## config.mk

```make
export PLATFORM = sky130hd
export DESIGN_NAME = srcfg_sample_rate_config
export DESIGN_NICKNAME = d
export VERILOG_FILES = /design/src/pkg/srcfg_pkg.sv /design/src/srcfg_odr_lut.sv /design/src/srcfg_sample_rate_config.sv
export VERILOG_INCLUDE_DIRS = /design/src /design/src/pkg
export SDC_FILE = /design/constraint.sdc
export NUM_CORES = 1
export LEC_CHECK = 0
export BUFFER_PORTS_ARGS = -buffer_cell sky130_fd_sc_hd__buf_2
export CAP_MARGIN = 10
export CORE_MARGIN = 3
export CORE_UTILIZATION = 37
export CTS_BUF_LIST = sky130_fd_sc_hd__clkbuf_16
export DETAILED_ROUTE_END_ITERATION = 8
export PLACE_DENSITY = 0.71
export SLEW_MARGIN = 10
export SYNTH_ARGS = -nofsm -noshare
export SYNTH_HDL_FRONTEND = slang
export SYNTH_SLANG_ARGS = --single-unit
```

## constraint.sdc

```tcl
create_clock -name REF_CLK -period 2 [get_ports REF_CLK]
set_input_delay 0.3 -clock REF_CLK [delete_from_list [all_inputs] [get_ports REF_CLK]]
set_output_delay 0.3 -clock REF_CLK [all_outputs]
set_load 0.005 [all_outputs]
```

## src/pkg/srcfg_params.svh

```systemverilog
/*
 * constants of the sample rate configuration block: register indices,
 * field positions, reset values, power and mode codes, unlock sequence values.
 * assumes: included by bare name from the package and the design files.
 */
`ifndef SRCFG_PARAMS_SVH
`define SRCFG_PARAMS_SVH

// ----------------------------------------------------------------
// register indices and reset byte; byte address is four times the index
// ----------------------------------------------------------------
`define SRCFG_IDX_MODE 8'h10
`define SRCFG_IDX_WAKE 8'h11
`define SRCFG_IDX_ACT 8'h12
`define SRCFG_IDX_PWR 8'h1c
`define SRCFG_IDX_AUX 8'h29
`define SRCFG_IDX_STAT 8'h30
`define SRCFG_IDX_ODR 8'h31
`define SRCFG_RST_BYTE 8'h00

// ----------------------------------------------------------------
// field positions
// ----------------------------------------------------------------
`define SRCFG_F_CODE 3:0
`define SRCFG_F_PTR 7:4
`define SRCFG_F_STBY 7:5
`define SRCFG_B_ACT_RSV 4
`define SRCFG_F_PM_WAKE 2:0
`define SRCFG_F_PM_ACT 6:4
`define SRCFG_F_MODE 2:0

// ----------------------------------------------------------------
// power modes and operating modes
// ----------------------------------------------------------------
`define SRCFG_PM_ULP 3'h3
`define SRCFG_PM_LP 3'h0
`define SRCFG_PM_PREC 3'h4
`define SRCFG_MODE_STANDBY 3'h1
`define SRCFG_MODE_CONTINUOUS_WAKE 3'h5

// ----------------------------------------------------------------
// rate 15 unlock sequence
// ----------------------------------------------------------------
`define SRCFG_RATE15 8'h0f
`define SRCFG_PTR1 8'h10
`define SRCFG_SET1 8'h03
`define SRCFG_PTR2 8'h20
`define SRCFG_SET2 8'h01
`define SRCFG_PTR3 8'h40
`define SRCFG_PTR4 8'h50
`define SRCFG_V1_ULP 8'h52
`define SRCFG_V1_LP 8'h72
`define SRCFG_V1_PREC 8'h32
`define SRCFG_V2_ULP 8'h01
`define SRCFG_V2_LP 8'h02
`define SRCFG_V2_PREC 8'h12
`endif

```

## src/pkg/srcfg_pkg.sv

```systemverilog
/*
 * types of the sample rate configuration block.
 * assumes: nothing beyond the params header.
 */
`default_nettype none
`include "srcfg_params.svh"
package srcfg_pkg;
   // rate in tenths of a hertz; ok low means unsupported
   typedef struct packed {
      logic ok;
      logic [15:0] odr;
   } srcfg_rate_t;

   // latched address phase
   typedef struct packed {
      logic wr;
      logic [31:0] addr;
   } srcfg_req_t;

   typedef enum logic [3:0] {
      SQ_IDLE, SQ_PTR1, SQ_SET1, SQ_PTR2, SQ_SET2,
      SQ_PTR3, SQ_VAL1, SQ_PTR4, SQ_ARMED
   } srcfg_seq_t;
endpackage
`default_nettype wire

```

## src/srcfg_odr_lut.sv

```systemverilog
/*
 * rate lookup: maps a rate code and power mode to an output data rate.
 * assumes: combinational use, result registered by the caller.
 */
`timescale 1ns/10ps
`default_nettype none
`include "srcfg_params.svh"
module srcfg_odr_lut #(
   parameter int IS_ACT = 0
) (
   // selection
   input wire logic [3:0] code,
   input wire logic [2:0] pmode,
   // result
   output var srcfg_pkg::srcfg_rate_t rate
);
   logic [47:0] row;
   logic [15:0] odr;

   if (IS_ACT < 0 || IS_ACT > 1) begin : g_chk
      $error("srcfg_odr_lut: IS_ACT must be 0 or 1");
   end

   // row is {ultra_low_power, low_power, precision}, zero marks n/a
   always_comb begin
      row = 48'h0;
      if (IS_ACT != 0) begin
         case (code)
            4'h0: row = {16'h003c, 16'h0046, 16'h0046};
            4'h1: row = {16'h0004, 16'h0004, 16'h0002};
            4'h2: row = {16'h0008, 16'h0008, 16'h0004};
            4'h3: row = {16'h000f, 16'h000f, 16'h0009};
            4'h4: row = {16'h003c, 16'h0046, 16'h0046};
            4'h5: row = {16'h0082, 16'h008c, 16'h008c};
            4'h6: row = {16'h00fa, 16'h0118, 16'h0118};
            4'h7: row = {16'h01f4, 16'h021c, 16'h0226};
            4'h8: row = {16'h03e8, 16'h041a, 16'h0320};
            4'h9: row = {16'h076c, 16'h0834, 16'h0000};
            4'ha: row = {16'h0ed8, 16'h0fa0, 16'h0000};
            4'hb: row = {16'h1d4c, 16'h1770, 16'h0000};
            default: row = 48'h0;
         endcase
      end else begin
         case (code)
            4'h5: row = {16'h0000, 16'h008c, 16'h008c};
            4'h6: row = {16'h00fa, 16'h0118, 16'h0118};
            4'h7: row = {16'h01f4, 16'h021c, 16'h0226};
            4'h8: row = {16'h03e8, 16'h041a, 16'h0320};
            4'h9: row = {16'h076c, 16'h0834, 16'h0000};
            4'ha: row = {16'h0ed8, 16'h0fa0, 16'h0000};
            4'hb: row = {16'h1d4c, 16'h1770, 16'h0000};
            4'hc: row = {16'h2af8, 16'h0000, 16'h0000};
            4'hf: row = {16'h32c8, 16'h1d4c, 16'h03e8};
            default: row = 48'h0;
         endcase
      end
   end

   always_comb begin
      case (pmode)
         `SRCFG_PM_ULP: odr = row[47:32];
         `SRCFG_PM_LP: odr = row[31:16];
         `SRCFG_PM_PREC: odr = row[15:0];
         default: odr = 16'h0;
      endcase
      rate.odr = odr;
      rate.ok = |odr;
   end
endmodule // srcfg_odr_lut
`default_nettype wire

```

## src/srcfg_sample_rate_config.sv

```systemverilog
/*
 * sample rate configuration: wake rate, activity rate, power mode and mode
 * registers behind an AHB-Lite slave, rate 15 unlock tracking, and the
 * effective data rates that result.
 * assumes: one AHB-Lite master, single word transfers, HREADY is HREADYOUT.
 */
`timescale 1ns/10ps
`default_nettype none
`include "srcfg_params.svh"
module srcfg_sample_rate_config (
   // clock and reset
   input wire logic REF_CLK,
   input wire logic RSTN,
   // AHB-Lite slave
   input wire logic HSEL,
   input wire logic [31:0] HADDR,
   input wire logic [1:0] HTRANS,
   input wire logic HWRITE,
   input wire logic [2:0] HSIZE,
   input wire logic [31:0] HWDATA,
   input wire logic HREADY,
   output logic [31:0] HRDATA,
   output logic HREADYOUT,
   output logic HRESP,
   // effective rates, tenths of a hertz, and standby clock code
   output logic [15:0] WAKE_ODR,
   output logic WAKE_ODR_OK,
   output logic [15:0] ACT_ODR,
   output logic ACT_ODR_OK,
   output logic [2:0] STBY_CLK_CODE,
   // operating state
   output logic CONT_WAKE,
   output logic STANDBY,
   output logic RATE15_UNLOCKED
);
   logic take;
   logic wr_pend_r, rd_pend_r, hready_r, hresp_r;
   logic [31:0] hrdata_r, rd_mux;
   srcfg_pkg::srcfg_req_t req_r;
   logic [7:0] wd;
   logic wr_mode, wr_wake, wr_act, wr_pwr, wr_aux;
   logic [7:0] mode_r, pwr_r, aux_r;
   logic [3:0] wake_code_r, act_code_r;
   logic [2:0] act_stby_r;
   logic unlock_r;
   srcfg_pkg::srcfg_seq_t seq_r;
   srcfg_pkg::srcfg_rate_t wake_lut, act_lut;
   logic wake_ok;
   logic [15:0] wake_odr_r, act_odr_r;
   logic wake_ok_r, act_ok_r, continuous_wake_r, stby_r;
   logic [2:0] stby_clk_r;

   // ----------------------------------------------------------------
   // helpers
   // ----------------------------------------------------------------
   function automatic logic hit(input logic [31:0] a, input logic [7:0] idx);
      hit = (a[31:10] == 22'h0) && (a[9:2] == idx) && (a[1:0] == 2'b00);
   endfunction

   function automatic logic pm_ok(input logic [2:0] p);
      pm_ok = (p == `SRCFG_PM_ULP) || (p == `SRCFG_PM_LP) || (p == `SRCFG_PM_PREC);
   endfunction

   function automatic logic [7:0] val1(input logic [2:0] p);
      case (p)
         `SRCFG_PM_ULP: val1 = `SRCFG_V1_ULP;
         `SRCFG_PM_LP: val1 = `SRCFG_V1_LP;
         default: val1 = `SRCFG_V1_PREC;
      endcase
   endfunction

   function automatic logic [7:0] val2(input logic [2:0] p);
      case (p)
         `SRCFG_PM_ULP: val2 = `SRCFG_V2_ULP;
         `SRCFG_PM_LP: val2 = `SRCFG_V2_LP;
         default: val2 = `SRCFG_V2_PREC;
      endcase
   endfunction

   // ----------------------------------------------------------------
   // bus slave: writes zero wait, reads one wait state
   // ----------------------------------------------------------------
   assign take = HSEL && HTRANS[1] && HREADY;
   assign wd = HWDATA[7:0];
   assign wr_mode = wr_pend_r && hit(req_r.addr, `SRCFG_IDX_MODE);
   assign wr_wake = wr_pend_r && hit(req_r.addr, `SRCFG_IDX_WAKE);
   assign wr_act = wr_pend_r && hit(req_r.addr, `SRCFG_IDX_ACT);
   assign wr_pwr = wr_pend_r && hit(req_r.addr, `SRCFG_IDX_PWR);
   assign wr_aux = wr_pend_r && hit(req_r.addr, `SRCFG_IDX_AUX);

   always_ff @(posedge REF_CLK or negedge RSTN) begin
      if (!RSTN) begin
         wr_pend_r <= 1'b0;
         rd_pend_r <= 1'b0;
         req_r <= '0;
      end else begin
         wr_pend_r <= take && HWRITE;
         rd_pend_r <= take && !HWRITE;
         if (take) begin
            req_r <= '{wr: HWRITE, addr: HADDR};
         end
      end
   end

   always_ff @(posedge REF_CLK or negedge RSTN) begin
      if (!RSTN) begin
         hready_r <= 1'b1;
         hresp_r <= 1'b0;
         hrdata_r <= 32'h0;
      end else begin
         hready_r <= !(take && !HWRITE);
         hresp_r <= 1'b0;
         if (rd_pend_r) begin
            hrdata_r <= rd_mux;
         end
      end
   end

   // unmapped addresses read zero
   always_comb begin
      rd_mux = 32'h0;
      if (hit(req_r.addr, `SRCFG_IDX_MODE)) begin
         rd_mux = {24'h0, mode_r};
      end else if (hit(req_r.addr, `SRCFG_IDX_WAKE)) begin
         rd_mux = {28'h0, wake_code_r};
      end else if (hit(req_r.addr, `SRCFG_IDX_ACT)) begin
         rd_mux = {24'h0, act_stby_r, 1'b0, act_code_r};
      end else if (hit(req_r.addr, `SRCFG_IDX_PWR)) begin
         rd_mux = {24'h0, pwr_r};
      end else if (hit(req_r.addr, `SRCFG_IDX_AUX)) begin
         rd_mux = {24'h0, aux_r};
      end else if (hit(req_r.addr, `SRCFG_IDX_STAT)) begin
         rd_mux = {24'h0, 4'h0, seq_r == srcfg_pkg::SQ_ARMED, unlock_r, act_ok_r, wake_ok_r};
      end else if (hit(req_r.addr, `SRCFG_IDX_ODR)) begin
         rd_mux = {act_odr_r, wake_odr_r};
      end
   end

   // ----------------------------------------------------------------
   // configuration registers
   // ----------------------------------------------------------------
   always_ff @(posedge REF_CLK or negedge RSTN) begin
      if (!RSTN) begin
         mode_r <= `SRCFG_RST_BYTE;
         pwr_r <= `SRCFG_RST_BYTE;
         aux_r <= `SRCFG_RST_BYTE;
      end else begin
         if (wr_mode) mode_r <= wd;
         if (wr_pwr) pwr_r <= wd;
         if (wr_aux) aux_r <= wd;
      end
   end

   // pointer writes (upper nibble set) leave the code alone; any code accepted
   always_ff @(posedge REF_CLK or negedge RSTN) begin
      if (!RSTN) begin
         wake_code_r <= 4'h0;
      end else if (wr_wake && wd[`SRCFG_F_PTR] == 4'h0) begin
         wake_code_r <= wd[`SRCFG_F_CODE];
      end
   end

   always_ff @(posedge REF_CLK or negedge RSTN) begin
      if (!RSTN) begin
         act_code_r <= 4'h0;
         act_stby_r <= 3'h0;
      end else if (wr_act) begin
         act_code_r <= wd[`SRCFG_F_CODE];
         act_stby_r <= wd[`SRCFG_F_STBY];
      end
   end

   // ----------------------------------------------------------------
   // rate 15 unlock tracking
   // ----------------------------------------------------------------
   always_ff @(posedge REF_CLK or negedge RSTN) begin
      if (!RSTN) begin
         seq_r <= srcfg_pkg::SQ_IDLE;
      end else if (wr_wake) begin
         if (wd[`SRCFG_F_PTR] == 4'h0) begin
            seq_r <= srcfg_pkg::SQ_IDLE;
         end else begin
            case (seq_r)
               srcfg_pkg::SQ_SET1:
                  seq_r <= (wd == `SRCFG_PTR2) ? srcfg_pkg::SQ_PTR2 : srcfg_pkg::SQ_IDLE;
               srcfg_pkg::SQ_SET2:
                  seq_r <= (wd == `SRCFG_PTR3) ? srcfg_pkg::SQ_PTR3 : srcfg_pkg::SQ_IDLE;
               srcfg_pkg::SQ_VAL1:
                  seq_r <= (wd == `SRCFG_PTR4) ? srcfg_pkg::SQ_PTR4 : srcfg_pkg::SQ_IDLE;
               default:
                  seq_r <= (wd == `SRCFG_PTR1
                            && mode_r[`SRCFG_F_MODE] == `SRCFG_MODE_STANDBY
                            && pm_ok(pwr_r[`SRCFG_F_PM_WAKE]))
                           ? srcfg_pkg::SQ_PTR1 : srcfg_pkg::SQ_IDLE;
            endcase
         end
      end else if (wr_aux) begin
         case (seq_r)
            srcfg_pkg::SQ_PTR1:
               seq_r <= (wd == `SRCFG_SET1) ? srcfg_pkg::SQ_SET1 : srcfg_pkg::SQ_IDLE;
            srcfg_pkg::SQ_PTR2:
               seq_r <= (wd == `SRCFG_SET2) ? srcfg_pkg::SQ_SET2 : srcfg_pkg::SQ_IDLE;
            srcfg_pkg::SQ_PTR3:
               seq_r <= (wd == val1(pwr_r[`SRCFG_F_PM_WAKE]))
                        ? srcfg_pkg::SQ_VAL1 : srcfg_pkg::SQ_IDLE;
            srcfg_pkg::SQ_PTR4:
               seq_r <= (wd == val2(pwr_r[`SRCFG_F_PM_WAKE]))
                        ? srcfg_pkg::SQ_ARMED : srcfg_pkg::SQ_IDLE;
            default:
               seq_r <= srcfg_pkg::SQ_IDLE;
         endcase
      end else if (wr_mode || wr_pwr || wr_act) begin
         seq_r <= srcfg_pkg::SQ_IDLE;
      end
   end

   // hidden settings follow the power mode they were written for
   always_ff @(posedge REF_CLK or negedge RSTN) begin
      if (!RSTN) begin
         unlock_r <= 1'b0;
      end else if (wr_wake && wd == `SRCFG_RATE15 && seq_r == srcfg_pkg::SQ_ARMED) begin
         unlock_r <= 1'b1;
      end else if (wr_pwr || (wr_wake && wd == `SRCFG_PTR1)) begin
         unlock_r <= 1'b0;
      end
   end

   // ----------------------------------------------------------------
   // effective rates and mode outputs
   // ----------------------------------------------------------------
   srcfg_odr_lut #(.IS_ACT(0)) u_wake_lut (
      .code(wake_code_r),
      .pmode(pwr_r[`SRCFG_F_PM_WAKE]),
      .rate(wake_lut)
   );

   srcfg_odr_lut #(.IS_ACT(1)) u_act_lut (
      .code(act_code_r),
      .pmode(pwr_r[`SRCFG_F_PM_ACT]),
      .rate(act_lut)
   );

   assign wake_ok = wake_lut.ok && (wake_code_r != `SRCFG_RATE15 || unlock_r);

   always_ff @(posedge REF_CLK or negedge RSTN) begin
      if (!RSTN) begin
         wake_odr_r <= 16'h0;
         wake_ok_r <= 1'b0;
         act_odr_r <= 16'h0;
         act_ok_r <= 1'b0;
      end else begin
         wake_odr_r <= wake_ok ? wake_lut.odr : 16'h0;
         wake_ok_r <= wake_ok;
         act_odr_r <= act_lut.odr;
         act_ok_r <= act_lut.ok;
      end
   end

   always_ff @(posedge REF_CLK or negedge RSTN) begin
      if (!RSTN) begin
         continuous_wake_r <= 1'b0;
         stby_r <= 1'b0;
         stby_clk_r <= 3'h0;
      end else begin
         continuous_wake_r <= mode_r[`SRCFG_F_MODE] == `SRCFG_MODE_CONTINUOUS_WAKE;
         stby_r <= mode_r[`SRCFG_F_MODE] == `SRCFG_MODE_STANDBY;
         stby_clk_r <= act_stby_r;
      end
   end

   assign HRDATA = hrdata_r;
   assign HREADYOUT = hready_r;
   assign HRESP = hresp_r;
   assign WAKE_ODR = wake_odr_r;
   assign WAKE_ODR_OK = wake_ok_r;
   assign ACT_ODR = act_odr_r;
   assign ACT_ODR_OK = act_ok_r;
   assign STBY_CLK_CODE = stby_clk_r;
   assign CONT_WAKE = continuous_wake_r;
   assign STANDBY = stby_r;
   assign RATE15_UNLOCKED = unlock_r;
endmodule // srcfg_sample_rate_config
`default_nettype wire

```

==> results.json <==
{
  "cts_root_buf": "clkbuf_16",
  "setup_slack_ps": -213,
  "netlist_area_um2": 7030,
  "cts_buffers": 17,
  "tritoncts": "yes",
  "power.leakage_nw": 4.34,
  "cts_htree_levels": 4,
  "synth_top_area_share_pct": 47.7,
  "critical_path_class": "reg2reg",
  "fmax_ghz": 0.452,
  "clock_path_buffers": 2,
  "syn_avg_cell_area_um2": 10.2,
  "path_cells": "or4b_4 -> or4b_4 -> nor3_4 -> buf_12 -> buf_4 -> a22oi_1 -> a21oi_1",
  "slew_headroom_pct": 64.3,
  "fin_skew_ps": 12.9,
  "critPathMaxStageDelay_ps": 550,
  "synth-edff-count": 0,
  "num_rows": 49,
  "p_per_area_nw_per_um2": 695,
  "tightest_slew_ps": 536,
  "area_delta_synth_final_pct": 36.0,
  "insertion_delay_ps": 420,
  "hold_path_class": "in2reg",
  "hold_start": "HADDR[10]",
  "dp_hpwl_um": 14100,
  "core-area_um2": 18300,
  "status": "complete, but fails checks",
  "ioPinCount": 148,
  "grt.overflow.total": 0,
  "hold_depth": 2,
  "start_kind": "flip-flop",
  "cp.required_ps": 2340,
  "setup_viol": 44,
  "cp_common_cell": "or4b_4",
  "numClockSinks": 135,
  "fin_area_um2": 9560,
  "antenna_cells": 0,
  "maxSlewViolCount": 0,
  "grt_pass1_wl_um": 31000,
  "yosys-top-cells-area": "dfrtp_1 (48%), mux2_2 (9.8%), o21ai_0 (3.5%)",
  "fin_crit_ps": 2210,
  "reg2reg_depth": 7,
  "timing.hold.ws_ps": 102,
  "synthArstFlopShare_pct": 100,
  "num_vias": 6147,
  "grt_max_degree": 57,
  "rrSetupSlack_ps": -210,
  "arrival_ps": 2560,
  "wirelength_um": 19900,
  "place_ws_ps": -287,
  "drc_errors": 0,
  "grtUsageTotal_pct": 19.1,
  "hold_viol": 0,
  "drtIter0Drc": 637,
  "die-area_um2": 20700,
  "ys_ff_latch": 135,
  "first_pass_iters": 6,
  "synthFlopType": "dfrtp_1",
  "gp_congestion": 0.923,
  "rsz0062_at_grt": "true",
  "end_kind": "flip-flop",
  "placed_area_um2": 8440,
  "whs_endpoint": "req_r[10]$_DFFE_PN0P_",
  "antenna_left": 0,
  "antenna_found_initial": 0,
  "dp_cells": 1085,
  "wl_per_cell_um": 17.6,
  "final-instance-count-excl-fill": 1134,
  "grt_pass1_vias": 6102,
  "fin_crit_sh_pct": 111,
  "fp.dieW_um": 144,
  "violations": "setup timing",
  "synth_cells": 691,
  "clkTransAtPathRegs_ps": 60,
  "die_h_um": 144,
  "synth_warnings": 0,
  "nets": 982,
  "viasPerCell": 5.42,
  "yosysTopAreaCell": "dfrtp_1",
  "cp_max_fo": 4,
  "slowest_stage": "or4b_4",
  "ir_drop_mv": 0.609,
  "rr_startpoint": "req_r[3]$_DFFE_PN0P_",
  "drv_cap": 0,
  "ys_types": 73,
  "rr_endpoint": "HRDATA[4]$_DFFE_PN0P_",
  "ys_seq_area_share_pct": 48.1,
  "io_buffers": 107,
  "drive_gt1_share_pct": 42.8,
  "initial_core_util_pct": 38.4
}
synth_stat cells, types with 13 or more instances:
library cell	count
o21ai_0	49
clkbuf_1	30
buf_4	14
nor4_1	14
nor2_1	42
inv_1	35
dfrtp_1	134
o22ai_1	14
mux2_2	61
ha_1	15
nand2_1	49
nor3_1	13
a21oi_1	37
nand3_1	29
layout by cell type (no fill, tap or decap), types with 10 or more instances in the layout:
cell type	instances
clkbuf_16	18
mux2i_1	11
buf_6	14
nand3_1	17
nand2b_1	12
nor2_1	42
dfrtp_1	129
conb_1	12
nor3_1	11
buf_2	107
ha_1	10
o21ai_0	24
nand2_1	45
a21oi_1	36
mux2_2	53
o22ai_1	14
o21ai_1	16
buf_4	100
nor2b_1	10
inv_1	33
worst max-delay path, delay by kind of cell (launching register included):
family | cells | cell delay, ps
AOI/OAI and AO/OA | 2 | 230
buffers and inverters | 2 | 270
DFF | 1 | 370
and+or+nand+nor | 3 | 1270
layout make-up:
| class | count | area (um2) |
|---|---|---|
| timing repair buffer | 228 | 1590 |
| fill | 1605 | 8770 |
| inverter | 35 | 131 |
| multi-input combinational | 476 | 3630 |
| clock buffer | 17 | 425 |
| sequential | 135 | 3390 |
| clock inverter | 14 | 113 |
| tap | 229 | 287 |
flip-flops by register name, summed over array words and instances (netlist names):
signal,cells
ACT_ODR,13
act_stby_r,3
CONT_WAKE,1
ACT_ODR_OK,1
RATE15_UNLOCKED,1
mode_r,8
req_r,32
wr_pend_r,1
seq_r,4
WAKE_ODR_OK,1
aux_r,8
WAKE_ODR,13
HRDATA,27
STANDBY,1
pwr_r,8
act_code_r,4
STBY_CLK_CODE,3
HREADYOUT,1
rd_pend_r,1
wake_code_r,4
power breakdown:
group | switching (mW) | internal (mW)
clock network | 1.17 | 1.68
registers | 0.148 | 2.91
logic | 0.379 | 0.351
total | 1.70 | 4.94
metal layers:
metal  global-route usage [%]  routed length [um]  part of all wire [%]  up-vias
met2                     30.0                9200                    46      298
met5                        0                   0                     0        -
met1                     25.1                8540                    43     2903
met3                     5.22                1520                   7.6       54
met4                     7.88                 675                   3.4        0
li1                         -                   -                     -     2892
cell families (layout without fill, tap and decap cells):
kind of cell,Yosys count,after routing,synth area share (%)
other,1,12,0.0533
AOI/OAI and AO/OA,163,163,14.5
DFF,135,135,48.1
muxes,72,72,11.3
buffers and inverters,91,294,6.74
adders and majority gates,15,15,2.67
and+or+nand+nor,212,212,16.4
xor gates and xnor gates,2,2,0.249
worst max path at each step:
stage	startpoint	endpoint	slack, ps	depth (start not counted)
final	req_r[3]$_DFFE_PN0P_	HRDATA[4]$_DFFE_PN0P_	-210	7
after global routing	req_r[1]$_DFFE_PN0P_	HRDATA[5]$_DFFE_PN0P_	-310	7
after CTS	req_r[1]$_DFFE_PN0P_	HRDATA[7]$_DFFE_PN0P_	-240	7
after detailed placement	req_r[3]$_DFFE_PN0P_	HRDATA[7]$_DFFE_PN0P_	-290	6
after global placement	req_r[3]$_DFFE_PN0P_	HRDATA[6]$_DFFE_PN0P_	-210	6
after floorplan	req_r[1]$_DFFE_PN0P_	aux_r[2]$_DFFE_PN0P_	-160	5
timing repair:
item / in CTS / in global routing
hold endpoints to repair: 50 / 0
pin swaps: 17 / 21
hold buffers: 1 / 0
setup buffers: 8 / 7
gates resized for setup: 47 / 51
endpoints found under the setup margin: 61 / 66
gates cloned: 1 / 2
through the flow:
stage                     total power [mW]  setup TNS (ps)  util (%)
after floorplan                       3.47           -4170         -
after global placement                3.76           -6650      46.0
after detailed placement              3.78           -9190      46.0
after CTS                             6.69           -6080      50.4
after global routing                  6.94           -9960      52.2
final                                 6.65           -5640      52.2
(Power assumes the default switching activity.)
